**config.mk**
```make
export PLATFORM = sky130hd
export DESIGN_NAME = hbm_hash_engine
export DESIGN_NICKNAME = d
export VERILOG_FILES = /design/src/hbm_hash_engine.v /design/src/hbm_sha_core.v /design/src/hbm_fetch.v
export VERILOG_INCLUDE_DIRS = /design/src
export SDC_FILE = /design/constraint.sdc
export NUM_CORES = 2
export LEC_CHECK = 0
export ABC_CLOCK_PERIOD_IN_PS = 24500
export CORE_MARGIN = 2
export CORE_UTILIZATION = 50
export CTS_BUF_LIST = sky130_fd_sc_hd__clkbuf_8
export CTS_CLUSTER_DIAMETER = 150
export DETAILED_ROUTE_END_ITERATION = 8
export DONT_BUFFER_PORTS = 1
export GPL_TIMING_DRIVEN = 1
export HOLD_SLACK_MARGIN = 0.02
export MAX_ROUTING_LAYER = met4
export PLACE_DENSITY = 0.7
export SLEW_MARGIN = 40
export SYNTH_ARGS = -nofsm -noshare
export SYNTH_HDL_FRONTEND = slang
export SYNTH_HIERARCHICAL = 1
export SYNTH_SLANG_ARGS = --single-unit
```
**constraint.sdc**
```tcl
create_clock -name mclk -period 24.5 [get_ports mclk]
set_input_delay 1.225 -clock mclk [delete_from_list [all_inputs] [get_ports mclk]]
set_output_delay 1.225 -clock mclk [all_outputs]
set_load 0.02 [all_outputs]
```
**src/hbm_consts.vh**
```
// Purpose: shared constants of the bus-mastering hash engine
// Assumes: included by its bare name from every design file
// Notes: register offsets are word indices; the slave's byte address is index * 4
`ifndef HBM_CONSTS_VH
`define HBM_CONSTS_VH

// ----------------------------------------
// register word indices (byte address = index * 4)
// ----------------------------------------
`define HBM_IDX_CTRL 4'h0
`define HBM_IDX_STATUS 4'h1
`define HBM_IDX_INPUT 4'h2
`define HBM_IDX_START_ADDR 4'h3
`define HBM_IDX_FETCH_CTRL 4'h4
`define HBM_IDX_DIGEST_BIT 3
// ----------------------------------------
// field positions and reset values
// ----------------------------------------
`define HBM_CTRL_NEW 0
`define HBM_CTRL_SHA256 1
`define HBM_CTRL_RESET 2'h0
`define HBM_ST_READY 0
`define HBM_ST_BUSY 1
`define HBM_ST_FETCH 2
`define HBM_ST_BUSERR 3
`define HBM_FC_COUNT_W 12
`define HBM_MAX_BLOCKS 12'h800
`define HBM_WORDS_PER_BLOCK 4'hF
// ----------------------------------------
// bus encodings
// ----------------------------------------
`define HBM_HTRANS_IDLE 2'h0
`define HBM_HTRANS_NONSEQ 2'h2
`define HBM_HSIZE_WORD 3'h2
// ----------------------------------------
// hash constants
// ----------------------------------------
`define HBM_SHA256_LAST 7'h3F
`define HBM_SHA1_LAST 7'h4F
`define HBM_IV256 {32'h6A09E667, 32'hBB67AE85, 32'h3C6EF372, 32'hA54FF53A, \
  32'h510E527F, 32'h9B05688C, 32'h1F83D9AB, 32'h5BE0CD19}
`define HBM_IV1 {32'h67452301, 32'hEFCDAB89, 32'h98BADCFE, 32'h10325476, \
  32'hC3D2E1F0, 96'h0}
`define HBM_K1_0 32'h5A827999
`define HBM_K1_1 32'h6ED9EBA1
`define HBM_K1_2 32'h8F1BBCDC
`define HBM_K1_3 32'hCA62C1D6

`endif

```
**src/hbm_hash_engine.v**
```verilog
// Purpose: hash engine top: AHB-Lite register slave, block buffer, fetch master, core
// Assumes: one clock mclk, synchronous active-high reset
// Notes: every register transfer takes one wait state; input writes stall while the buffer is full or a fetch run is active
//
// The AHB-Lite slave port and the register offsets were decided locally.
`timescale 1ns/1ps
`include "hbm_consts.vh"

module hbm_hash_engine (
  input wire mclk,
  input wire reset,
  input wire hsel,
  input wire [31:0] haddr,
  input wire [1:0] htrans,
  input wire hwrite,
  input wire [2:0] hsize,
  input wire [31:0] hwdata,
  input wire hready,
  output reg hreadyout,
  output reg hresp,
  output reg [31:0] hrdata,
  output wire [31:0] mHaddr,
  output wire [1:0] mHtrans,
  output wire mHwrite,
  output wire [2:0] mHsize,
  input wire mHready,
  input wire [31:0] mHrdata,
  input wire mHresp,
  output reg digestReady
);
  // ----------------------------------------
  // state
  // ----------------------------------------
  reg dp;
  reg dpWrite;
  reg dpMapped;
  reg [3:0] dpIdx;
  reg useSha256;
  reg pendingFresh;
  reg [31:0] startAddr;
  reg [11:0] fetchCount;
  reg fetchStart;
  reg [31:0] blk [0:15];
  reg [3:0] wordIdx;
  reg bufFull;
  reg coreStart;
  reg coreFresh;
  reg [31:0] readMux;

  wire [511:0] blockBus;
  wire coreBusy;
  wire coreDone;
  wire [255:0] coreDigest;
  wire fetchValid;
  wire [31:0] fetchWord;
  wire fetchActive;
  wire fetchErr;
  wire runBusy;
  wire inWrite;
  wire ctrlWrite;
  wire fcWrite;
  wire stall;
  wire wordWrite;
  wire [31:0] wordData;
  wire [11:0] clampedCount;
  wire [7:0] digSel;
  wire setReady;
  wire clrReady;

  // ----------------------------------------
  // bus slave decode
  // ----------------------------------------
  assign runBusy = fetchStart | fetchActive;
  // the port stalls while a master run is busy, but a stalled word completes with the run's last fetched word and is not stored
  assign stall = dpWrite && dpMapped && (dpIdx == `HBM_IDX_INPUT) && (bufFull || runBusy);
  assign inWrite = dp && !stall && dpWrite && dpMapped && (dpIdx == `HBM_IDX_INPUT);
  assign ctrlWrite = dp && dpWrite && dpMapped && (dpIdx == `HBM_IDX_CTRL);
  assign fcWrite = dp && dpWrite && dpMapped && (dpIdx == `HBM_IDX_FETCH_CTRL);
  assign digSel = {~dpIdx[2:0], 5'h00};

  always @* begin
    readMux = 32'h0;
    if (dpMapped) begin
      if (dpIdx[`HBM_IDX_DIGEST_BIT]) begin
        readMux = coreDigest[digSel +: 32];
      end else begin
        case (dpIdx)
          `HBM_IDX_CTRL: readMux = {30'h0, useSha256, pendingFresh};
          `HBM_IDX_STATUS: readMux = {28'h0, fetchErr, runBusy,
            coreBusy | coreStart | bufFull, digestReady};
          `HBM_IDX_START_ADDR: readMux = startAddr;
          `HBM_IDX_FETCH_CTRL: readMux = {20'h0, fetchCount};
          default: readMux = 32'h0;
        endcase
      end
    end
  end

  always @(posedge mclk) begin
    if (reset) begin
      dp <= 1'b0;
      dpWrite <= 1'b0;
      dpMapped <= 1'b0;
      dpIdx <= 4'h0;
      hreadyout <= 1'b1;
      hresp <= 1'b0;
      hrdata <= 32'h0;
    end else begin
      if (!dp && hsel && htrans[1] && hready) begin
        // address phase taken; answer after one wait state
        dp <= 1'b1;
        dpWrite <= hwrite;
        dpMapped <= (haddr[31:6] == 26'h0);
        dpIdx <= haddr[5:2];
        hreadyout <= 1'b0;
      end else if (dp && !stall) begin
        dp <= 1'b0;
        hreadyout <= 1'b1;
        hrdata <= dpWrite ? 32'h0 : readMux;
      end
    end
  end

  // ----------------------------------------
  // control and address registers
  // ----------------------------------------
  // a count above the 128 K byte window is cut down to it
  assign clampedCount = (hwdata[11:0] > `HBM_MAX_BLOCKS) ? `HBM_MAX_BLOCKS
    : hwdata[11:0];

  always @(posedge mclk) begin
    if (reset) begin
      useSha256 <= |(`HBM_CTRL_RESET & 2'h2);
      pendingFresh <= 1'b0;
      startAddr <= 32'h0;
      fetchCount <= 12'h0;
      fetchStart <= 1'b0;
    end else begin
      fetchStart <= 1'b0;
      if (coreStart) begin
        pendingFresh <= 1'b0;
      end
      if (ctrlWrite) begin
        useSha256 <= hwdata[`HBM_CTRL_SHA256];
        if (hwdata[`HBM_CTRL_NEW]) begin
          pendingFresh <= 1'b1;
        end
      end
      if (dp && dpWrite && dpMapped && (dpIdx == `HBM_IDX_START_ADDR)) begin
        startAddr <= {hwdata[31:2], 2'h0};
      end
      if (fcWrite && !runBusy) begin
        fetchCount <= clampedCount;
        fetchStart <= (clampedCount != 12'h0);
      end
    end
  end

  // ----------------------------------------
  // 16-word block buffer
  // ----------------------------------------
  assign wordWrite = inWrite | fetchValid;
  assign wordData = fetchValid ? fetchWord : hwdata;

  genvar i;
  generate
    for (i = 0; i < 16; i = i + 1) begin : flat
      assign blockBus[511 - 32 * i -: 32] = blk[i];
      always @(posedge mclk) begin
        if (wordWrite && (wordIdx == i)) begin
          blk[i] <= wordData;
        end
      end
    end
  endgenerate

  always @(posedge mclk) begin
    if (reset) begin
      wordIdx <= 4'h0;
      bufFull <= 1'b0;
      coreStart <= 1'b0;
      coreFresh <= 1'b0;
    end else begin
      coreStart <= 1'b0;
      if (ctrlWrite && hwdata[`HBM_CTRL_NEW]) begin
        // a new hash drops any half-written block
        wordIdx <= 4'h0;
      end else if (wordWrite) begin
        wordIdx <= wordIdx + 4'h1;
        if (wordIdx == `HBM_WORDS_PER_BLOCK) begin
          bufFull <= 1'b1;
        end
      end
      if (bufFull && !coreBusy && !coreStart) begin
        bufFull <= 1'b0;
        coreStart <= 1'b1;
        coreFresh <= pendingFresh;
      end
    end
  end

  // ----------------------------------------
  // digest-ready flag
  // ----------------------------------------
  // only set when nothing else is queued, so a run started in time keeps it low
  assign setReady = coreDone && !bufFull && !coreStart && (wordIdx == 4'h0)
    && !runBusy;
  // master words never clear it, so a continuation run keeps it set
  assign clrReady = (inWrite && (wordIdx == 4'h0))
    || (ctrlWrite && hwdata[`HBM_CTRL_NEW]);

  always @(posedge mclk) begin
    if (reset) begin
      digestReady <= 1'b0;
    end else if (setReady) begin
      digestReady <= 1'b1;
    end else if (clrReady) begin
      digestReady <= 1'b0;
    end
  end

  // ----------------------------------------
  // submodules
  // ----------------------------------------
  hbm_sha_core core (
    .mclk(mclk),
    .reset(reset),
    .start(coreStart),
    .fresh(coreFresh),
    .useSha256(useSha256),
    .block(blockBus),
    .busy(coreBusy),
    .done(coreDone),
    .digest(coreDigest)
  );

  // the fetch run continues the chain unless software asked for a new hash
  hbm_fetch fetch (
    .mclk(mclk),
    .reset(reset),
    .start(fetchStart),
    .startAddr(startAddr),
    .blockCount(fetchCount),
    .room(!bufFull),
    .mHaddr(mHaddr),
    .mHtrans(mHtrans),
    .mHwrite(mHwrite),
    .mHsize(mHsize),
    .mHready(mHready),
    .mHrdata(mHrdata),
    .mHresp(mHresp),
    .wordValid(fetchValid),
    .wordData(fetchWord),
    .active(fetchActive),
    .busErr(fetchErr)
  );
endmodule

```
**src/hbm_sha_core.v**
```verilog
// Purpose: one-round-per-cycle SHA-1 / SHA-256 compression of one block
// Assumes: block held stable in the cycle start is high
// Notes: digest words are big-endian H0 first; SHA-1 leaves H5..H7 zero
`timescale 1ns/1ps
`include "hbm_consts.vh"
module hbm_sha_core (
  input wire mclk,
  input wire reset,
  input wire start,
  input wire fresh,
  input wire useSha256,
  input wire [511:0] block,
  output reg busy,
  output reg done,
  output reg [255:0] digest
);
  localparam [2047:0] K256 = {
    32'h428A2F98, 32'h71374491, 32'hB5C0FBCF, 32'hE9B5DBA5, 32'h3956C25B, 32'h59F111F1,
    32'h923F82A4, 32'hAB1C5ED5, 32'hD807AA98, 32'h12835B01, 32'h243185BE, 32'h550C7DC3,
    32'h72BE5D74, 32'h80DEB1FE, 32'h9BDC06A7, 32'hC19BF174, 32'hE49B69C1, 32'hEFBE4786,
    32'h0FC19DC6, 32'h240CA1CC, 32'h2DE92C6F, 32'h4A7484AA, 32'h5CB0A9DC, 32'h76F988DA,
    32'h983E5152, 32'hA831C66D, 32'hB00327C8, 32'hBF597FC7, 32'hC6E00BF3, 32'hD5A79147,
    32'h06CA6351, 32'h14292967, 32'h27B70A85, 32'h2E1B2138, 32'h4D2C6DFC, 32'h53380D13,
    32'h650A7354, 32'h766A0ABB, 32'h81C2C92E, 32'h92722C85, 32'hA2BFE8A1, 32'hA81A664B,
    32'hC24B8B70, 32'hC76C51A3, 32'hD192E819, 32'hD6990624, 32'hF40E3585, 32'h106AA070,
    32'h19A4C116, 32'h1E376C08, 32'h2748774C, 32'h34B0BCB5, 32'h391C0CB3, 32'h4ED8AA4A,
    32'h5B9CCA4F, 32'h682E6FF3, 32'h748F82EE, 32'h78A5636F, 32'h84C87814, 32'h8CC70208,
    32'h90BEFFFA, 32'hA4506CEB, 32'hBEF9A3F7, 32'hC67178F2};

  function [31:0] rotr(input [31:0] x, input [4:0] n);
    rotr = (x >> n) | (x << (6'h20 - {1'b0, n}));
  endfunction

  reg [31:0] w [0:15];
  reg [31:0] a, b, c, d, e, f, g, h;
  reg [6:0] round;
  reg mode;
  reg finish;
  wire [31:0] newW256;
  wire [31:0] newW1;
  wire [10:0] kIdx;
  wire [31:0] t1;
  wire [31:0] t2;
  reg [31:0] f1;
  reg [31:0] k1;
  wire [31:0] tmp1;
  wire [255:0] base;

  // ----------------------------------------
  // message schedule as a sliding 16-word window
  // ----------------------------------------
  assign newW256 = (rotr(w[14], 5'h11) ^ rotr(w[14], 5'h13) ^ (w[14] >> 10)) + w[9]
    + (rotr(w[1], 5'h07) ^ rotr(w[1], 5'h12) ^ (w[1] >> 3)) + w[0];
  assign newW1 = rotr(w[13] ^ w[8] ^ w[2] ^ w[0], 5'h1F);

  genvar i;
  generate
    for (i = 0; i < 16; i = i + 1) begin : sched
      always @(posedge mclk) begin
        if (start) begin
          w[i] <= block[511 - 32 * i -: 32];
        end else if (busy) begin
          if (i == 15) begin
            w[i] <= mode ? newW256 : newW1;
          end else begin
            w[i] <= w[(i + 1) % 16];
          end
        end
      end
    end
  endgenerate

  // ----------------------------------------
  // round functions
  // ----------------------------------------
  assign kIdx = {~round[5:0], 5'h00};
  assign t1 = h + (rotr(e, 5'h06) ^ rotr(e, 5'h0B) ^ rotr(e, 5'h19))
    + ((e & f) ^ (~e & g)) + K256[kIdx +: 32] + w[0];
  assign t2 = (rotr(a, 5'h02) ^ rotr(a, 5'h0D) ^ rotr(a, 5'h16))
    + ((a & b) ^ (a & c) ^ (b & c));

  always @* begin
    if (round < 7'h14) begin
      f1 = (b & c) | (~b & d);
      k1 = `HBM_K1_0;
    end else if (round < 7'h28) begin
      f1 = b ^ c ^ d;
      k1 = `HBM_K1_1;
    end else if (round < 7'h3C) begin
      f1 = (b & c) | (b & d) | (c & d);
      k1 = `HBM_K1_2;
    end else begin
      f1 = b ^ c ^ d;
      k1 = `HBM_K1_3;
    end
  end
  assign tmp1 = rotr(a, 5'h1B) + f1 + e + k1 + w[0];

  // fresh blocks start from the algorithm's IV, others chain on the digest
  assign base = fresh ? (useSha256 ? `HBM_IV256 : `HBM_IV1) : digest;

  always @(posedge mclk) begin
    if (reset) begin
      busy <= 1'b0;
      done <= 1'b0;
      finish <= 1'b0;
      round <= 7'h00;
      mode <= 1'b0;
      digest <= 256'h0;
    end else begin
      done <= 1'b0;
      finish <= 1'b0;
      if (start) begin
        mode <= useSha256;
        digest <= base;
        {a, b, c, d, e, f, g, h} <= base;
        round <= 7'h00;
        busy <= 1'b1;
      end else if (busy) begin
        if (mode) begin
          {a, b, c, d, e, f, g, h} <= {t1 + t2, a, b, c, d + t1, e, f, g};
        end else begin
          {a, b, c, d, e} <= {tmp1, a, rotr(b, 5'h02), c, d};
        end
        round <= round + 7'h01;
        if (round == (mode ? `HBM_SHA256_LAST : `HBM_SHA1_LAST)) begin
          busy <= 1'b0;
          finish <= 1'b1;
        end
      end else if (finish) begin
        digest[255:96] <= {digest[255:224] + a, digest[223:192] + b,
          digest[191:160] + c, digest[159:128] + d, digest[127:96] + e};
        if (mode) begin
          digest[95:0] <= {digest[95:64] + f, digest[63:32] + g, digest[31:0] + h};
        end
        done <= 1'b1;
      end
    end
  end
endmodule

```
**src/hbm_fetch.v**
```verilog
// Purpose: AHB-Lite read master that streams memory words to the engine
// Assumes: single non-pipelined word reads; room refreshes one cycle after a word
// Notes: an error response ends the run and raises busErr
`timescale 1ns/1ps
`include "hbm_consts.vh"
module hbm_fetch (
  input wire mclk,
  input wire reset,
  input wire start,
  input wire [31:0] startAddr,
  input wire [11:0] blockCount,
  input wire room,
  output reg [31:0] mHaddr,
  output reg [1:0] mHtrans,
  output reg mHwrite,
  output reg [2:0] mHsize,
  input wire mHready,
  input wire [31:0] mHrdata,
  input wire mHresp,
  output reg wordValid,
  output reg [31:0] wordData,
  output reg active,
  output reg busErr
);
  localparam ST_IDLE = 3'h1;
  localparam ST_ADDR = 3'h2;
  localparam ST_DATA = 3'h4;

  reg [2:0] state;
  reg [15:0] wordsLeft;

  always @(posedge mclk) begin
    if (reset) begin
      state <= ST_IDLE;
      mHaddr <= 32'h0;
      mHtrans <= `HBM_HTRANS_IDLE;
      mHwrite <= 1'b0;
      mHsize <= `HBM_HSIZE_WORD;
      wordValid <= 1'b0;
      wordData <= 32'h0;
      active <= 1'b0;
      busErr <= 1'b0;
      wordsLeft <= 16'h0;
    end else begin
      wordValid <= 1'b0;
      case (state)
        ST_IDLE: begin
          if (start && !active) begin
            active <= 1'b1;
            busErr <= 1'b0;
            mHaddr <= startAddr;
            wordsLeft <= {blockCount, 4'h0};
          end else if (active && room && !wordValid) begin
            // no processor help: the master keeps the buffer fed
            mHtrans <= `HBM_HTRANS_NONSEQ;
            state <= ST_ADDR;
          end
        end
        ST_ADDR: begin
          if (mHready) begin
            mHtrans <= `HBM_HTRANS_IDLE;
            state <= ST_DATA;
          end
        end
        ST_DATA: begin
          if (mHready) begin
            state <= ST_IDLE;
            if (mHresp) begin
              active <= 1'b0;
              busErr <= 1'b1;
            end else begin
              wordValid <= 1'b1;
              wordData <= mHrdata;
              mHaddr <= mHaddr + 32'h4;
              wordsLeft <= wordsLeft - 16'h1;
              if (wordsLeft == 16'h1) begin
                active <= 1'b0;
              end
            end
          end
        end
        default: begin
          state <= ST_IDLE;
        end
      endcase
    end
  end
endmodule

```
==> results_dict.tcl <==
set metrics [dict create \
    status "finished, final reports clean" \
    syn_inst 10600 \
    cp-start-kind "flip-flop" \
    grt_max_degree 310 \
    track_usage 0.370 \
    crit_type "flip-flop to flip-flop" \
    die_w_um 460 \
    place_congestion 1.05 \
    syn_area_mm2 0.104 \
    hold_buffers 0 \
    die-area_mm2 0.212 \
    die-height_um 460 \
    wire_per_inst_um 28.7 \
    rows 167 \
    clkTransAtPathRegs_ns 0.06 \
    finalCritPeriodShare 0.476 \
    root_buffer "clkbuf_8" \
    max_cap_violations 0 \
    pwr-share-comb 0.009 \
    period_needed_ns 11.65 \
    cp_common_cell "a21oi_1" \
    clkLatencyLatePin_ns 1.09 \
    synth.area.top_cells "edfxtp_1 (37%), dfxtp_1 (8.6%), nand2_1 (7.8%)" \
    power_per_cell_area_mw_per_mm2 51.1 \
    worstPathMaxFanout 26 \
    seqPwrFrac 0.539 \
    power.switching_mw 1.30 \
    cp.required_ns 25.26 \
    dr.first_iter.drc_count 11200 \
    synth_compound_area_frac 0.154 \
    io_buffers 0 \
    synth_edf_count 1280 \
    holdWs_ns 0.265 \
    io_pins 181 \
    max_slew_margin 0.368 \
    synth_fa_ha_area_frac 0.116 \
    netSwitchingFraction 0.226 \
    fmax_ghz 0.0858 \
    wirelength_um 388000 \
    gr-total-overflow 0 \
    hold_viol 0 \
    finalPower_mw 5.78 \
    p_clk_frac 0.452 \
    synthSimpleGateAreaFrac 0.140 \
    yosysWarnings 6 \
    dr.pass1.iters 6 \
    grt_pass1_wl_um 554000 \
    drive_above_1_share 0.0773 \
    cp_slowest_stage_delay_ns 0.59 \
    yosysSeqAreaShare 0.455 \
    rsz0062_at_grt "false" \
    via_per_inst 6.25 \
    synth_top_family_by_area "compound AO/OA/AOI/OAI gates" \
    setup_viol 0 \
    grt_pass1_vias 79900 \
    clock-sinks 1727 \
    antenna_found_initial 19 \
    worst_ep_arrival_time_ns 12.41 \
    synth.avg_cell_area_um2 9.83 \
    fillers 18200 \
    area_growth_pct 8.58 \
    async_reset_ff_frac 0 \
    synthXorXnorAreaFrac 0.0641 \
    cell_internal_pwr_mw 4.47 \
    tightest_slew_ns 0.944 \
    route.detailed.drc 0 \
    layoutNonFillerInstCount 13500 \
    ys_seq_elements 1727 \
    core_mm2 0.207 \
    dpl.cell_count 13000 \
    p_leak_nw 44.3 \
    synth_top_area_share 0.369 \
    cts_buffers 314 \
    final_common_cell "nand2_1" \
    clk_path_buf_depth 4 \
    finalMaxSlewViolations 0 \
    cts.repair.resized 0 \
    synth-main-ff-cell "edfxtp_1" \
    vias 84700 \
    crit_slowest_cell "a221oi_1" \
    finalSetupTns_ns 0 \
    synthDistinctLibCells 117 \
    final_cell_mix "nand2_1 (2159), edfxtp_1 (1280), a21oi_1 (899)" \
    yosys.area.top_type "edfxtp_1" \
    fin_nets 11400 \
    htreeDepth 5 \
    initial_core_util 0.503 \
    dp_hpwl_um 273000 \
    yosys-mux-area-fraction 0.0303 \
    hold_path_class "input port to flip-flop" \
    endpoint_kind "flip-flop" \
    cts_tree "done" \
    cts_setup_buffers 0 \
    peakVddDrop_mv 0.0597 \
    ant_nets 0 \
    skew_ns 0.110 \
]
[through the flow]
stage                     worst slack (ns)  utilization  cell area [um2]
after floorplan                      12.42            -           104000
after global placement               13.03        0.516           107000
after detailed placement             13.11        0.518           107000
after CTS                            13.02        0.545           113000
after global routing                 12.46        0.546           113000
final                                12.85        0.546           113000
[kinds of logic after synthesis]
kind of cell    count (synthesis)
simple gates                 3483
buf+inv                      1069
xor+xnor                      762
mux                           250
compound gates               2518
flops                        1727
other cells                     3
fa+ha+maj                     778
[layout make-up]
type                    count  area (um2)  area share
diodes                     21        52.6    0.000465
clock buffers             341        4690      0.0415
clock inverters           199        1030     0.00910
inverters                 488        1850      0.0163
multi-input cells        7799       53000       0.469
flip-flops and latches   1727       47400       0.420
well taps                2788        3490      0.0309
repair buffers            184        1490      0.0132
[power groups by stage]
stage / sequential (mW) / clock [mW] / combinational (mW)
floorplan: 3.18 / 0 / 0.0345
finish: 3.12 / 2.61 / 0.0522
CTS: 3.12 / 2.64 / 0.0513
detailed placement: 3.18 / 0 / 0.0513
global placement: 3.18 / 0 / 0.0502
global route: 3.11 / 2.76 / 0.0532
[final timing paths]
kind                                                 endpoint  cells after the start                  startpoint  slack (ns)
worst max-delay path                     core/a[29]$_DFFE_PP_                     39  core/round[1]$_SDFFE_PP0P_       12.85
worst min-delay path            fetch/mHaddr[27]$_SDFFE_PP0P_                      1                       reset        0.26
worst max register to register           core/a[29]$_DFFE_PP_                     39  core/round[1]$_SDFFE_PP0P_       12.85
worst min register to register        core/w[0][52]$_DFFE_PP_                      2        blk[0][52]$_DFFE_PP_        0.43
[critical path: cells and delay by family (launching register included)]
family,cells,cell delay [ns]
and+or+nand+nor,3,0.61
xor gates and xnor gates,2,0.73
buffers and inverters,8,1.69
DFF,1,0.30
AOI/OAI and AO/OA,18,4.43
muxes,1,0.56
adders and majority gates,7,2.98
[synth_stat cells, types with 111 or more instances]
library cell and instances:
a22oi_1 116, ha_1 463, mux2i_1 155, nor2_1 670
nor3_1 129, fa_1 315, nand3_1 111, xor2_1 251
xnor2_1 511, dfxtp_1 447, o21ai_0 443, clkbuf_1 449
a21oi_1 903, nand2_1 2166, edfxtp_1 1280, a21o_1 208
inv_1 481, a211oi_1 118
[per-layer routing]
metal  track usage  up-vias  wire [um]
met1         0.460    41300     144000
met3        0.0689     1095      39600
met4         0.245        0      30200
met2         0.554     4997     175000
met5             -        -          0
li1              -    37300          -
[sequential cells by signal, indices dropped and copies added (netlist names), 7 cells and up]
name and count:
startAddr 30, fetchCount 12, hrdata 32, core/w 512, core/a 32, fetch/wordData 32
core/round 7, core/h 32, core/digest 256, core/f 32, core/c 32, fetch/wordsLeft 16
core/g 32, core/d 32, blk 512, fetch/mHaddr 32, core/b 32, core/e 32
No activity file was read; power rests on OpenSTA's default activity.
